$ cat src/sdc_consts.svh
`ifndef SDC_CONSTS_SVH
`define SDC_CONSTS_SVH

// ----------------------------------------------------------------
// register indices (byte address is four times the index)
// ----------------------------------------------------------------
`define SDC_IDX_CTRL_A 8'hE4
`define SDC_IDX_CTRL_B 8'hE5
`define SDC_IDX_FRAME 8'hE6

// ----------------------------------------------------------------
// reset values
// ----------------------------------------------------------------
`define SDC_RST_CTRL_A 8'h00
`define SDC_RST_CTRL_B 8'h00
`define SDC_RST_FRAME 8'h00

// ----------------------------------------------------------------
// control/status a fields
// ----------------------------------------------------------------
`define SDC_A_ON 7
`define SDC_A_LOWPWR 6
`define SDC_A_FLAG 4
`define SDC_A_IE 3
`define SDC_A_BYPASS 2
`define SDC_A_SUPPLY 1
`define SDC_A_BLANK 0

// ----------------------------------------------------------------
// control/status b fields
// ----------------------------------------------------------------
`define SDC_B_CLKSRC 7
`define SDC_B_HALFBIAS 6
`define SDC_B_DUTY_HI 5
`define SDC_B_DUTY_LO 4
`define SDC_B_MASK_HI 3
`define SDC_B_MASK_LO 0
`define SDC_B_WMASK_SMALL 8'hF7
`define SDC_SMALL_SEG_PINS 25

// ----------------------------------------------------------------
// frame rate fields
// ----------------------------------------------------------------
`define SDC_F_TAP_HI 6
`define SDC_F_TAP_LO 4
`define SDC_F_DIV_HI 2
`define SDC_F_DIV_LO 0

// ----------------------------------------------------------------
// timing counts
// ----------------------------------------------------------------
`define SDC_PS_MIN_LAST 12'h00F
`define SDC_PS_STEP 12'h020
`define SDC_K_LAST_DEFAULT 3'h7
`define SDC_K_LAST_THIRD 3'h5

// ----------------------------------------------------------------
// segment counts per mask code
// ----------------------------------------------------------------
`define SDC_SEG_BASE 6'h0D
`define SDC_SEG_CODE6 6'h18
`define SDC_SEG_CODE7 6'h19
`define SDC_SEG_CODE8 6'h1B
`define SDC_SEG_CODE15 6'h28

`endif

$ cat src/sdc_pkg.sv
package sdc_pkg;
   typedef enum logic [1:0] {
      SDC_DUTY_STATIC,
      SDC_DUTY_HALF,
      SDC_DUTY_THIRD,
      SDC_DUTY_QUARTER
   } sdc_duty_e;
   typedef logic [2:0] sdc_phase_t;
endpackage

$ cat src/sdc_frame_timer.sv
`timescale 1ns/10ps
`include "sdc_consts.svh"

module sdc_frame_timer (
   input wire logic clk,
   input wire logic rst,
   input wire logic run,
   input wire logic tick,
   input wire logic [2:0] tapSel,
   input wire logic [2:0] divSel,
   input wire logic thirdDuty,
   output logic lcdTick,
   output logic frameStart,
   output sdc_pkg::sdc_phase_t phase
);
   logic [11:0] psCnt;
   logic [2:0] divCnt;

   // ----------------------------------------------------------------
   // tap, divider and phase decode
   // ----------------------------------------------------------------
   wire [11:0] psLast = (tapSel == 3'h0) ? `SDC_PS_MIN_LAST :
      12'((`SDC_PS_STEP << tapSel) - 12'h001);
   wire psWrap = tick && (psCnt == psLast);
   wire divWrap = psWrap && (divCnt == divSel);
   wire [2:0] kLast = thirdDuty ? `SDC_K_LAST_THIRD : `SDC_K_LAST_DEFAULT;
   wire phaseWrap = divWrap && (phase == kLast);

   // ----------------------------------------------------------------
   // counters
   // ----------------------------------------------------------------
   always_ff @(posedge clk) begin
      if (rst || !run) begin
         psCnt <= 12'h000;
         divCnt <= 3'h0;
         phase <= 3'h0;
         lcdTick <= 1'b0;
         frameStart <= 1'b0;
      end else begin
         if (tick) begin
            psCnt <= psWrap ? 12'h000 : 12'(psCnt + 12'h001);
         end
         if (psWrap) begin
            divCnt <= divWrap ? 3'h0 : 3'(divCnt + 3'h1);
         end
         if (divWrap) begin
            phase <= phaseWrap ? 3'h0 : 3'(phase + 3'h1);
         end
         lcdTick <= divWrap;
         frameStart <= phaseWrap;
      end
   end
endmodule

$ cat src/sdc_regs.sv
// Behaviour
// - enable bit starts driving; clearing it releases all pins at once.
// - low-power waveform bit takes effect at the next frame start, or at once while the enable bit is clear.
// - reserved bits of control a and frame rate read zero.
// - frame flag sets at each frame start together with the data latch.
// - interrupt request while flag, interrupt enable bit and global enable all set.
// - flag clears on vector taken or on writing one; zero leaves it.
// - with low-power waveform, flag and data latch every second frame only.
// - buffer bypass bit switches off the level buffers.
// - blank bit grounds all pins after the current frame completes.
// - clock source bit picks system clock or the external clock pin.
// - bias bit selects one-third or one-half bias except when static.
// - duty field selects one to four commons; unused commons are ports.
// - mask code sets segment pins from 13 up to 40.
// - on 25-pin variants the top mask bit reads zero.
// - prescaler taps divide by 16 up to 4096.
// - divider divides prescaler output by field value plus one.
// - frame lasts K*N*D module clocks, K six for third duty else eight.
// - blank and waveform bits are latched with the data latch, so every second frame with low-power waveform.
`timescale 1ns/10ps
`include "sdc_consts.svh"

module sdc_regs #(
   parameter int SEG_PINS = 40
) (
   input wire logic clk,
   input wire logic rst,
   input wire logic psel,
   input wire logic penable,
   input wire logic pwrite,
   input wire logic [11:0] paddr,
   input wire logic [31:0] pwdata,
   output logic [31:0] prdata,
   output logic pready,
   output logic pslverr,
   input wire logic irqAck,
   input wire logic globalIrqEn,
   input wire logic extClkPin,
   output logic [39:0] segPinOwn,
   output logic [3:0] comPinOwn,
   output logic [3:0] comSelect,
   output logic groundAll,
   output logic lowPowerWave,
   output logic bufferBypass,
   output logic supplyOff,
   output logic halfBias,
   output logic asyncClock,
   output logic latchData,
   output logic frameIrq
);
   // ----------------------------------------------------------------
   // helper functions
   // ----------------------------------------------------------------
   function automatic logic [39:0] segMask(input logic [3:0] code);
      logic [5:0] count;
      logic [39:0] mask;
      count = 6'h00;
      mask = 40'h00_0000_0000;
      if (code < 4'h6) begin
         count = 6'(`SDC_SEG_BASE + {1'b0, code, 1'b0});
      end else if (code == 4'h6) begin
         count = `SDC_SEG_CODE6;
      end else if (code == 4'h7) begin
         count = `SDC_SEG_CODE7;
      end else if (code == 4'hF) begin
         count = `SDC_SEG_CODE15;
      end else begin
         count = 6'(`SDC_SEG_CODE8 + {1'b0, 4'(code - 4'h8), 1'b0});
      end
      for (int i = 0; i < 40; i++) begin
         mask[i] = (6'(i) < count);
      end
      return mask;
   endfunction

   function automatic logic [3:0] comMask(input logic [1:0] duty);
      case (duty)
         2'h0: comMask = 4'h1;
         2'h1: comMask = 4'h3;
         2'h2: comMask = 4'h7;
         default: comMask = 4'hF;
      endcase
   endfunction

   function automatic logic [3:0] comOneHot(input logic [2:0] ph,
                                            input logic [1:0] duty);
      logic [1:0] idx;
      idx = 2'h0;
      case (duty)
         2'h0: idx = 2'h0;
         2'h1: idx = {1'b0, ph[1]};
         2'h2: idx = (ph[2:1] == 2'h3) ? 2'h0 : ph[2:1];
         default: idx = ph[2:1];
      endcase
      return 4'(4'h1 << idx);
   endfunction

   // ----------------------------------------------------------------
   // registers
   // ----------------------------------------------------------------
   logic regOn;
   logic regLowPower;
   logic flag;
   logic regIe;
   logic regBypass;
   logic regSupplyOff;
   logic regBlank;
   logic [7:0] regB;
   logic [2:0] regTap;
   logic [2:0] regDiv;
   logic activeLowPower;
   logic activeBlank;
   logic lpParity;
   logic extS1;
   logic extS2;
   logic extS3;
   logic lcdTick;
   logic frameStart;
   sdc_pkg::sdc_phase_t phase;

   // ----------------------------------------------------------------
   // apb decode
   // ----------------------------------------------------------------
   wire hitA = (paddr[11:2] == {2'h0, `SDC_IDX_CTRL_A});
   wire hitB = (paddr[11:2] == {2'h0, `SDC_IDX_CTRL_B});
   wire hitF = (paddr[11:2] == {2'h0, `SDC_IDX_FRAME});
   wire mapped = hitA || hitB || hitF;
   wire access = psel && penable && pready;
   wire wrA = access && pwrite && hitA;
   wire wrB = access && pwrite && hitB;
   wire wrF = access && pwrite && hitF;
   wire [7:0] wMaskB = (SEG_PINS > `SDC_SMALL_SEG_PINS) ? 8'hFF :
      `SDC_B_WMASK_SMALL;
   wire [7:0] rdA = {regOn, regLowPower, 1'b0, flag, regIe,
      regBypass, regSupplyOff, regBlank};
   wire [7:0] rdF = {1'b0, regTap, 1'b0, regDiv};
   wire [7:0] rdData = hitA ? rdA : hitB ? regB : hitF ? rdF : 8'h00;
   wire [1:0] duty = regB[`SDC_B_DUTY_HI:`SDC_B_DUTY_LO];
   wire thirdDuty = (duty == 2'(sdc_pkg::SDC_DUTY_THIRD));

   // ----------------------------------------------------------------
   // clock source and frame events
   // ----------------------------------------------------------------
   wire extTick = extS2 && !extS3;
   wire modTick = regB[`SDC_B_CLKSRC] ? extTick : 1'b1;
   wire latchEv = frameStart && (!activeLowPower || lpParity);
   wire flagClr = (wrA && pwdata[`SDC_A_FLAG]) || irqAck;

   // ----------------------------------------------------------------
   // apb slave: one wait state, then answer
   // ----------------------------------------------------------------
   always_ff @(posedge clk) begin
      if (rst) begin
         pready <= 1'b0;
         pslverr <= 1'b0;
         prdata <= 32'h0000_0000;
      end else if (psel && penable && !pready) begin
         pready <= 1'b1;
         pslverr <= !mapped;
         prdata <= {24'h00_0000, rdData};
      end else begin
         pready <= 1'b0;
         pslverr <= 1'b0;
      end
   end

   // ----------------------------------------------------------------
   // control registers
   // ----------------------------------------------------------------
   always_ff @(posedge clk) begin
      if (rst) begin
         {regOn, regLowPower} <= 2'(`SDC_RST_CTRL_A >> `SDC_A_LOWPWR);
         regIe <= 1'b0;
         regBypass <= 1'b0;
         regSupplyOff <= 1'b0;
         regBlank <= 1'b0;
         regB <= `SDC_RST_CTRL_B;
         {regTap, regDiv} <= 6'h00;
      end else begin
         if (wrA) begin
            regOn <= pwdata[`SDC_A_ON];
            regLowPower <= pwdata[`SDC_A_LOWPWR];
            regIe <= pwdata[`SDC_A_IE];
            regBypass <= pwdata[`SDC_A_BYPASS];
            regSupplyOff <= pwdata[`SDC_A_SUPPLY];
            regBlank <= pwdata[`SDC_A_BLANK];
         end
         if (wrB) begin
            regB <= pwdata[7:0] & wMaskB;
         end
         if (wrF) begin
            regTap <= pwdata[`SDC_F_TAP_HI:`SDC_F_TAP_LO];
            regDiv <= pwdata[`SDC_F_DIV_HI:`SDC_F_DIV_LO];
         end
      end
   end

   // ----------------------------------------------------------------
   // frame flag and latched drive state
   // ----------------------------------------------------------------
   always_ff @(posedge clk) begin
      if (rst) begin
         flag <= 1'b0;
         lpParity <= 1'b0;
         activeLowPower <= 1'b0;
         activeBlank <= 1'b0;
      end else begin
         flag <= latchEv || (flag && !flagClr);
         if (!regOn) begin
            lpParity <= 1'b0;
            activeLowPower <= regLowPower;
            activeBlank <= regBlank;
         end else begin
            if (frameStart) begin
               lpParity <= !lpParity;
            end
            if (latchEv) begin
               activeLowPower <= regLowPower;
               activeBlank <= regBlank;
            end
         end
      end
   end

   // ----------------------------------------------------------------
   // external clock synchroniser
   // ----------------------------------------------------------------
   always_ff @(posedge clk) begin
      if (rst) begin
         extS1 <= 1'b0;
         extS2 <= 1'b0;
         extS3 <= 1'b0;
      end else begin
         extS1 <= extClkPin;
         extS2 <= extS1;
         extS3 <= extS2;
      end
   end

   sdc_frame_timer sdc_frame_timer_inst (
      .clk(clk),
      .rst(rst),
      .run(regOn),
      .tick(modTick),
      .tapSel(regTap),
      .divSel(regDiv),
      .thirdDuty(thirdDuty),
      .lcdTick(lcdTick),
      .frameStart(frameStart),
      .phase(phase)
   );

   // ----------------------------------------------------------------
   // pin drive outputs
   // ----------------------------------------------------------------
   always_ff @(posedge clk) begin
      if (rst) begin
         segPinOwn <= 40'h00_0000_0000;
         comPinOwn <= 4'h0;
         comSelect <= 4'h0;
         groundAll <= 1'b0;
         lowPowerWave <= 1'b0;
         bufferBypass <= 1'b0;
         supplyOff <= 1'b0;
         halfBias <= 1'b0;
         asyncClock <= 1'b0;
         latchData <= 1'b0;
         frameIrq <= 1'b0;
      end else begin
         segPinOwn <= regOn ? segMask(regB[3:0]) : 40'h00_0000_0000;
         comPinOwn <= regOn ? comMask(duty) : 4'h0;
         comSelect <= (regOn && !activeBlank) ? comOneHot(phase, duty) :
            4'h0;
         groundAll <= regOn && activeBlank;
         lowPowerWave <= activeLowPower;
         bufferBypass <= regBypass;
         supplyOff <= regSupplyOff;
         halfBias <= regB[`SDC_B_HALFBIAS] && (duty != 2'h0);
         asyncClock <= regB[`SDC_B_CLKSRC];
         latchData <= latchEv;
         frameIrq <= flag && regIe && globalIrqEn;
      end
   end
endmodule

$ cat config.mk
export PLATFORM = sky130hd
export DESIGN_NAME = sdc_regs
export DESIGN_NICKNAME = d
export VERILOG_FILES = /design/src/sdc_pkg.sv /design/src/sdc_frame_timer.sv /design/src/sdc_regs.sv
export VERILOG_INCLUDE_DIRS = /design/src /design/src/src
export SDC_FILE = /design/constraint.sdc
export NUM_CORES = 1
export LEC_CHECK = 0
export BUFFER_PORTS_ARGS = -buffer_cell sky130_fd_sc_hd__clkbuf_2
export CAP_MARGIN = 30
export CORE_MARGIN = 5
export CORE_UTILIZATION = 50
export CTS_CLUSTER_SIZE = 20
export DETAILED_ROUTE_END_ITERATION = 12
export MAX_ROUTING_LAYER = met4
export PLACE_DENSITY = 0.79
export SLEW_MARGIN = 25
export SYNTH_ARGS = -nofsm -noshare
export SYNTH_HDL_FRONTEND = slang
export SYNTH_SLANG_ARGS = --single-unit
export TNS_END_PERCENT = 5
$ cat constraint.sdc
create_clock -name clk -period 3.32 [get_ports clk]
set_clock_uncertainty 0.15 [all_clocks]
set_input_delay 0.83 -clock clk [delete_from_list [all_inputs] [get_ports clk]]
set_output_delay 0.83 -clock clk [all_outputs]
set_load 0.005 [all_outputs]
==> results_dict.tcl, run 1 <==
set metrics [dict create \
    finalSetupViolations 0 \
    nFillCells 769 \
    multi_input_area_um2 1939 \
    cpPeakStageDelay_ns 0.51 \
    finalPower_uw 2196 \
    timing.fmax_mhz 387.5 \
    instances_no_fill 683 \
    vias_per_cell 5.348 \
    fin_area_um2 5075 \
    ios 142 \
    hpwlAfterDp_mm 7.154 \
    postRouteAntennaNets 0 \
    crit_buf_inv 1 \
    placedCellCount 667 \
    critPathTopFamily "compound AO/OA/AOI/OAI gates" \
    cts_buffers 9 \
    grt_pass1_wl_mm 16.06 \
    hold_viol_final 0 \
    cap_violations 0 \
    critical_path_class "flip-flop to flip-flop" \
    die_x_um 104.1 \
    worst-path-stages 8 \
    required_ns 3.48 \
    final_util_pct 58.48 \
    p_leak_uw 0.002157 \
    avgSynthCellArea_um2 9.122 \
    synth.yosys.seq_area_share_pct 50.68 \
    drive_gt1_share_pct 20.70 \
    synth-seq-cells 112 \
    grt_max_degree 44 \
    first_pass_iters 4 \
    first_iter_violations 116 \
    yosys.cell_types.count 51 \
    rows 34 \
    irDropWorstVdd_mv 0.2403 \
    max_slew_margin_pct 40.88 \
    power_density_nw_per_um2 432.7 \
    regArea_um2 2242 \
    rsz0062_at_grt "no" \
    grt_usage_pct 18.05 \
    hold_class "flip-flop to flip-flop" \
    cp.arrival_ns 2.75 \
    finalWirelength_mm 9.685 \
    gp_congestion 0.8074 \
    num_vias 3653 \
    wl_per_cell_um 14.18 \
    drv_slew 0 \
    cts_num_sinks 112 \
    start_util_pct 50.98 \
    end_kind "flip-flop" \
    insertion_delay_ns 0.38 \
    post_cts_resized 0 \
    clock_path_buffers 2 \
    hold_depth 2 \
    drcViolationCount 0 \
    grt_antenna_before_repair 0 \
    root_buffer "clkbuf_8" \
    synth_edf_count 0 \
    cp_cell_sequence "inv_1 > ha_1 > mux2_2 > a32oi_1 > o31a_1 > and2_1 > nand3_1 > a21oi_1" \
    htreeDepth 3 \
    grt_pass1_vias 3470 \
    tightest_slew_ns 0.8827 \
    ys.flop_type "dfxtp_1" \
    core_area_um2 8678 \
    crit_fanout 10 \
    ys_async_sr_fraction_pct 0 \
    area_growth_pct 14.71 \
    final_nets 629 \
    synth_area_um2 4424 \
    cts_tree "done" \
    dieArea_um2 10830 \
    portBuffers 91 \
    grt_overflow 0 \
    post-route-period-util_pct 77.74 \
    outcome "finished, final reports clean" \
    cts.clk_slew.worst_paths_ns 0.11 \
    startpoint_type "flip-flop" \
    final.setup.tns_ns 0 \
    fin_crit_ns 2.581 \
    cp_slowest_cell "dfxtp_1" \
    place_area_um2 4881 \
    rr_worst_depth 8 \
    antenna_cells 0 \
    yosys_warnings 0 \
    hold_buffers 0 \
    die_h_um 104.1 \
    synth_cells 485 \
    cts_setup_buffers 0 \
]
metrics by stage:
step / hold WS, ns / setup WS [ns]
2_1_floorplan: 0.2638 / 0.7446
3_3_place_gp: 0.2700 / 0.5741
3_5_place_dp: 0.2845 / 0.4383
4_1_cts: 0.3084 / 0.7548
5_1_grt: 0.3242 / 0.5423
6_report: 0.3036 / 0.7390
tightest hold or removal path, stage by stage, from the launching register on:
cell and delay [ns]:
dfxtp_1 0.34, nand2_1 0.05, nor2_1 0.03
worst paths after layout:
| path | from | end | slack [ns] |
|---|---|---|---|
| hold reg to reg | regIe$_SDFFE_PP0P_ | frameIrq$_SDFF_PP0_ | 0.30 |
| hold / removal | regIe$_SDFFE_PP0P_ | frameIrq$_SDFF_PP0_ | 0.30 |
| setup reg to reg | regB[2]$_SDFFE_PP0P_ | segPinOwn[29]$_SDFF_PP0_ | 0.74 |
| setup / recovery | regB[2]$_SDFFE_PP0P_ | segPinOwn[29]$_SDFF_PP0_ | 0.74 |
power by group:
| group | total (uW) | switching (uW) | internal (uW) |
|---|---|---|---|
| combinational | 50.7 | 32.6 | 18.2 |
| clock | 799 | 501 | 298 |
| sequential | 1350 | 0.813 | 1350 |
area by class of cell:
type / instances / share of cell area, %
clock buffer: 9 / 2.441
tap: 108 / 2.663
multi-input combinational: 333 / 38.21
inverter: 17 / 1.257
clock inverter: 7 / 1.381
sequential: 112 / 44.18
timing repair buffer: 97 / 9.862
sequential cells by signal (all words and copies together), names as in the netlist, 3 cells and up:
name / cells
comSelect: 4
sdc_frame_timer_inst.psCnt: 12
regTap: 3
regDiv: 3
comPinOwn: 4
sdc_frame_timer_inst.divCnt: 3
sdc_frame_timer_inst.phase: 3
segPinOwn: 40
regB: 8
prdata: 8
cells in the mapped netlist, types with 5 or more instances:
cell type / count / share of area [%]
xor2_1: 8 / 1.6
buf_4: 24 / 4.1
nor2b_1: 8 / 1.1
clkbuf_1: 19 / 1.6
xnor2_1: 9 / 1.8
nand3_1: 14 / 1.6
dfxtp_1: 112 / 51
a22oi_1: 7 / 1.2
and3_1: 5 / 0.71
inv_1: 17 / 1.4
nor3_1: 7 / 0.79
mux2i_1: 26 / 5.9
and2_1: 5 / 0.71
nor2_1: 70 / 5.9
ha_1: 7 / 2.0
o21ai_0: 17 / 1.9
nand2_1: 30 / 2.5
a21oi_1: 47 / 5.3
cell usage in the layout, fill, tap and decap left out, types with 9 or more instances in the layout:
master and count:
nor2_1 70, inv_1 17, conb_1 24, a21oi_1 47, mux2i_1 26, dfxtp_1 112, clkbuf_8 9, o21ai_0 17
xnor2_1 9, clkbuf_2 91, nand3_1 14, nand2_1 30
metal layers:
layer | vias up | GRT usage [%] | part of all wire (%)
li1 | 1766 | - | -
met1 | 1714 | 22.62 | 46
met2 | 155 | 27.46 | 44
met3 | 18 | 4.469 | 7.4
met4 | 0 | 8.326 | 2.3
met5 | - | - | 0
cells by family (layout without fill, tap and decap cells):
kind of cell	after synthesis	after routing	share of synthesized area, %
buffers and inverters	63	130	7.438
AND/OR/NAND/NOR	167	167	18.44
multiplexers	27	27	6.137
adder cells (fa/ha/maj)	7	7	1.980
flip-flops	112	112	50.68
other	1	24	0.08476
AO/OA/AOI/OAI	91	91	11.88
XOR/XNOR	17	17	3.366
(Power assumes the default switching activity.)
==> run 2: changes to the inputs <==
==> constraint.sdc (replaced) <==
create_clock -name clk -period 2.65 [get_ports clk]
set_clock_uncertainty 0.15 [all_clocks]
set_input_delay 0.6625 -clock clk [delete_from_list [all_inputs] [get_ports clk]]
set_output_delay 0.6625 -clock clk [all_outputs]
set_load 0.005 [all_outputs]
==> results_dict.tcl, run 2 (synthesis results as in run 1) <==
set metrics [dict create \
    outcome "finished, final reports clean" \
    first_pass_iters 4 \
    ios 142 \
    area_growth_pct 16.80 \
    end_kind "flip-flop" \
    r2r_slack_ns 0.19 \
    drcViolationCount 0 \
    grt_usage_pct 17.62 \
    critPathTopFamily "simple AND/OR/NAND/NOR gates" \
    hold_end "extS2$_SDFF_PP0_" \
    crit_fanout 15 \
    rsz0062_at_grt "no" \
    max_slew_margin_pct 48.30 \
    grt_pass1_vias 3371 \
    core_area_um2 8678 \
    rr_worst_depth 6 \
    htreeDepth 3 \
    dieArea_um2 10830 \
    final_nets 637 \
    critPathLaunch "regTap[2]$_SDFFE_PP0P_" \
    grt_antenna_before_repair 0 \
    drive_gt1_share_pct 21.78 \
    post_cts_resized 0 \
    hold_depth 1 \
    multi_input_area_um2 1939 \
    rows 34 \
    portBuffers 91 \
    p_leak_uw 0.002202 \
    tightest_slew_ns 0.7696 \
    grt_max_degree 44 \
    cpPeakStageDelay_ns 0.52 \
    post-route-period-util_pct 92.80 \
    cts_tree "done" \
    wl_per_cell_um 13.63 \
    layout_commonest_cell "dfxtp_1" \
    critical_path_class "flip-flop to flip-flop" \
    grt_pass1_wl_mm 15.64 \
    final_cell_mix "dfxtp_1 (112), clkbuf_2 (91), nor2_1 (70)" \
    seq_power_share_pct 58.8 \
    hold_viol_final 0 \
    swShare_pct 21.47 \
    finalSetupViolations 0 \
    pwr-share-clk_pct 38.9 \
    hpwlAfterDp_mm 6.952 \
    antenna_cells 0 \
    reg_top3 "segPinOwn x40, sdc_frame_timer_inst.psCnt x12" \
    root_buffer "clkbuf_8" \
    power_frac_comb_pct 2.3 \
    clock_path_buffers 2 \
    cap_violations 0 \
    largest_reg_flops 40 \
    instances_no_fill 691 \
    power_density_nw_per_um2 554.6 \
    placedCellCount 675 \
    insertion_delay_ns 0.37 \
    cp_slowest_cell "dfxtp_1" \
    cts_buffers 9 \
    crit_buf_inv 0 \
    gp_congestion 0.8073 \
    hold_class "flip-flop to flip-flop" \
    p_sw_uw 615.3 \
    grt_overflow 0 \
    cp.arrival_ns 2.61 \
    r2r_start "regTap[2]$_SDFFE_PP0P_" \
    fin_crit_ns 2.459 \
    start_util_pct 50.98 \
    num_vias 3593 \
    nFillCells 754 \
    die_h_um 104.1 \
    die_x_um 104.1 \
    postRouteAntennaNets 0 \
    drv_slew 0 \
    required_ns 2.80 \
    largest_register "segPinOwn" \
    final.setup.tns_ns 0 \
    min_from "extS1$_SDFF_PP0_" \
    cts_num_sinks 112 \
    power.internal_uw 2250 \
    finalWirelength_mm 9.421 \
    timing.rr.end "sdc_frame_timer_inst.divCnt[2]$_SDFFE_PP0N_" \
    hold_buffers 0 \
    irDropWorstVdd_mv 0.2371 \
    timing.fmax_mhz 406.6 \
    cp_cell_sequence "o21ai_2 > xnor2_1 > o311a_1 > or3b_4 > or4b_1 > a21oi_1" \
    startpoint_type "flip-flop" \
    first_iter_violations 128 \
    cts_setup_buffers 0 \
    regArea_um2 2242 \
    vias_per_cell 5.200 \
    cts.clk_slew.worst_paths_ns 0.10 \
]
## run 2: layout make-up
class | instances | share of cell area [%]
well taps | 108 | 2.615
flip-flops and latches | 112 | 43.39
clock inverters | 7 | 1.985
clock buffers | 9 | 2.397
multi-input cells | 333 | 37.53
repair buffers | 105 | 10.85
inverters | 17 | 1.235
## run 2: power by group through the flow
stage,Sequential [uW],Combinational [uW],Clock (uW)
finish,1690,65.1,1110
global route,1690,72.6,1210
CTS,1690,64.1,1140
detailed placement,1720,64.0,0
global placement,1720,63.1,0
floorplan,1720,58.6,0
## run 2: metal layers
layer | global-route usage, % | vias to the layer above | part of all wire, %
met5 | - | - | 0
met3 | 3.538 | 10 | 7.5
met1 | 23.04 | 1655 | 47
met2 | 26.37 | 138 | 44
li1 | - | 1790 | -
met4 | 7.956 | 0 | 1.5
## run 2: stage by stage
step	power [uW]	hold slack [ns]	setup WS [ns]	instance area [um^2]	utilization, %
4_1_cts	2886	0.3022	0.1956	5167	59.54
6_report	2866	0.3026	0.1909	5167	59.54
2_1_floorplan	1783	0.2638	0.2421	4511	-
3_3_place_gp	1788	0.2695	0.2569	4941	56.93
5_1_grt	2965	0.3216	0.01515	5167	59.54
3_5_place_dp	1789	0.2791	0.2150	4941	56.93
## run 2: worst reg2reg max path, stage by stage, from the launching register on
cell     delay, ns
dfxtp_1       0.52
o21ai_2       0.11
xnor2_1       0.13
o311a_1       0.36
or3b_4        0.49
or4b_1        0.48
a21oi_1       0.15
## run 2: worst max path at each step
stage                                                  endpoint  slack, ns  cells after the start
floorplan                                 regBlank$_SDFFE_PP0P_       0.24                      5
detailed placement                           regOn$_SDFFE_PP0P_       0.21                      7
global route                            segPinOwn[1]$_SDFF_PP0_       0.02                      7
finish              sdc_frame_timer_inst.divCnt[2]$_SDFFE_PP0N_       0.19                      6
global placement                             regIe$_SDFFE_PP0P_       0.26                      7
CTS                 sdc_frame_timer_inst.divCnt[2]$_SDFFE_PP0N_       0.20                      6
==> run 3: changes to the inputs <==
--- a/config.mk
+++ b/config.mk
@@ -13,7 +13,7 @@
 export CTS_CLUSTER_SIZE = 20
 export DETAILED_ROUTE_END_ITERATION = 12
 export MAX_ROUTING_LAYER = met4
-export PLACE_DENSITY = 0.79
+export PLACE_DENSITY = 0.89
 export SLEW_MARGIN = 25
 export SYNTH_ARGS = -nofsm -noshare
 export SYNTH_HDL_FRONTEND = slang
==> results_dict.tcl, run 3 (synthesis results as in run 1) <==
set metrics [dict create \
    cap_violations 0 \
    largest_reg_flops 40 \
    nFillCells 730 \
    drive_gt1_share_pct 21.82 \
    layout_commonest_cell "dfxtp_1" \
    hold_class "flip-flop to flip-flop" \
    grt_usage_pct 18.31 \
    timing.fmax_mhz 405.4 \
    startpoint_type "flip-flop" \
    cp_slowest_cell "dfxtp_1" \
    end_kind "flip-flop" \
    cts_tree "done" \
    tightest_slew_ns 0.7575 \
    die_h_um 104.1 \
    cts_buffers 9 \
    wl_met3_um 842 \
    top_layer "met4" \
    wl_met2_mm 4.502 \
    portBuffers 91 \
    finalWirelength_mm 9.765 \
    outcome "finished, final reports clean" \
    wl_per_cell_um 14.15 \
    postRouteAntennaNets 0 \
    rsz0062_at_grt "no" \
    hpwlAfterDp_mm 7.296 \
    cts.clk_slew.worst_paths_ns 0.11 \
    fin_crit_ns 2.467 \
    wirelength_met1_mm 4.197 \
    whs_ns 0.2999 \
    drcViolationCount 0 \
    min_from "extS1$_SDFF_PP0_" \
    post-route-period-util_pct 93.08 \
    core_area_um2 8678 \
    cp.arrival_ns 2.63 \
    hold_viol_final 0 \
    first_pass_iters 4 \
    first_iter_violations 202 \
    start_util_pct 50.98 \
    grt_overflow 0 \
    ios 142 \
    final.setup.tns_ns 0 \
    critPathLaunch "regTap[2]$_SDFFE_PP0P_" \
    crit_fanout 15 \
    cp_cell_sequence "o21ai_2 > xnor2_1 > o311a_1 > or3b_4 > or4b_1 > a21oi_1" \
    num_vias 3647 \
    largest_register "segPinOwn" \
    grt_max_degree 44 \
    final_cell_mix "dfxtp_1 (112), clkbuf_2 (91), nor2_1 (70)" \
    vias_per_cell 5.286 \
    p_leak_uw 0.002188 \
    reg_top3 "segPinOwn x40, sdc_frame_timer_inst.psCnt x12" \
    final_nets 636 \
    die_x_um 104.1 \
    cpPeakStageDelay_ns 0.52 \
    root_buffer "clkbuf_8" \
    grt_pass1_wl_mm 16.30 \
    grt_antenna_before_repair 0 \
    gp_congestion 0.8634 \
    clock_path_buffers 2 \
    required_ns 2.81 \
    power_density_nw_per_um2 531.9 \
    antenna_cells 0 \
    dieArea_um2 10830 \
    htreeDepth 3 \
    critical_path_class "flip-flop to flip-flop" \
    area_growth_pct 15.89 \
    finalSetupViolations 0 \
    cts_num_sinks 112 \
    max_slew_margin_pct 48.96 \
    grt_pass1_vias 3489 \
    irDropWorstVdd_mv 0.2878 \
    rows 34 \
    insertion_delay_ns 0.37 \
    drv_slew 0 \
    r2r_start "regTap[2]$_SDFFE_PP0P_" \
]
==> run 3: changes by cell type in the layout (fill, tap and decap cells not counted) <==
cell and change:
clkinvlp_4 -2, nor3_1 -1, clkbuf_8 +1, clkinv_4 +2
nor3_2 +1, buf_4 -1, inv_8 -1, inv_6 +2
bufinv_16 -2
==> run 3: final timing paths <==
check / end / slack [ns] / depth (start not counted)
worst max-delay path: sdc_frame_timer_inst.divCnt[2]$_SDFFE_PP0N_ / 0.18 / 6
worst min-delay path: extS2$_SDFF_PP0_ / 0.30 / 1
worst max register to register: sdc_frame_timer_inst.divCnt[2]$_SDFFE_PP0N_ / 0.18 / 6
worst min register to register: extS2$_SDFF_PP0_ / 0.30 / 1
==> run 3: routing by layer <==
layer / up-vias / GRT usage (%)
met3: 18 / 4.097
met2: 160 / 28.51
met5: - / -
met1: 1683 / 23.02
met4: 0 / 7.586
li1: 1786 / -
==> run 3: stage by stage <==
| stage | setup slack, ns | cells | cell area [um^2] | total power, uW | utilization, % |
|---|---|---|---|---|---|
| floorplan | 0.2421 | 508 | 4511 | 1783 | - |
| global placement | 0.2866 | 674 | 4933 | 1788 | 56.85 |
| detailed placement | 0.2035 | 674 | 4933 | 1789 | 56.85 |
| CTS | 0.1932 | 690 | 5122 | 2740 | 59.03 |
| global route | 0.06974 | 690 | 5127 | 2810 | 59.08 |
| finish | 0.1835 | 690 | 5127 | 2727 | 59.08 |
==> run 3: where the power goes <==
| part | internal [uW] | switching [uW] | total (uW) |
|---|---|---|---|
| registers | 1690 | 1.04 | 1690 |
| clock network | 382 | 594 | 976 |
| logic | 23.8 | 41.4 | 65.2 |
==> run 3: cell type report <==
class                           instances  area [um^2]  share of cell area [%]
Sequential cell                       112         2242                   43.73
Multi-Input combinational cell        333         1944                   37.92
Timing Repair Buffer                  104        553.0                   10.79
Clock buffer                           10        137.6                   2.684
Tap cell                              108        135.1                   2.635
Inverter                               17        63.81                   1.245
Clock inverter                          6        51.30                   1.000
==> run 3: repair_timing <==
| action | 4_1_cts | 5_1_grt |
|---|---|---|
| buffers inserted | 0 | 0 |
| resized for setup | 0 | 1 |
| hold buffers | 0 | 0 |
| setup endpoints to repair | 0 | 1 |
| endpoints found under the hold margin | 0 | 0 |
==> run 3: worst max-delay path: cells and delay by family (launching register included) <==
kind             cells  cell delay (ns)
AND/OR/NAND/NOR      2             0.98
AO/OA/AOI/OAI        3             0.62
flip-flops           1             0.52
XOR/XNOR             1             0.15
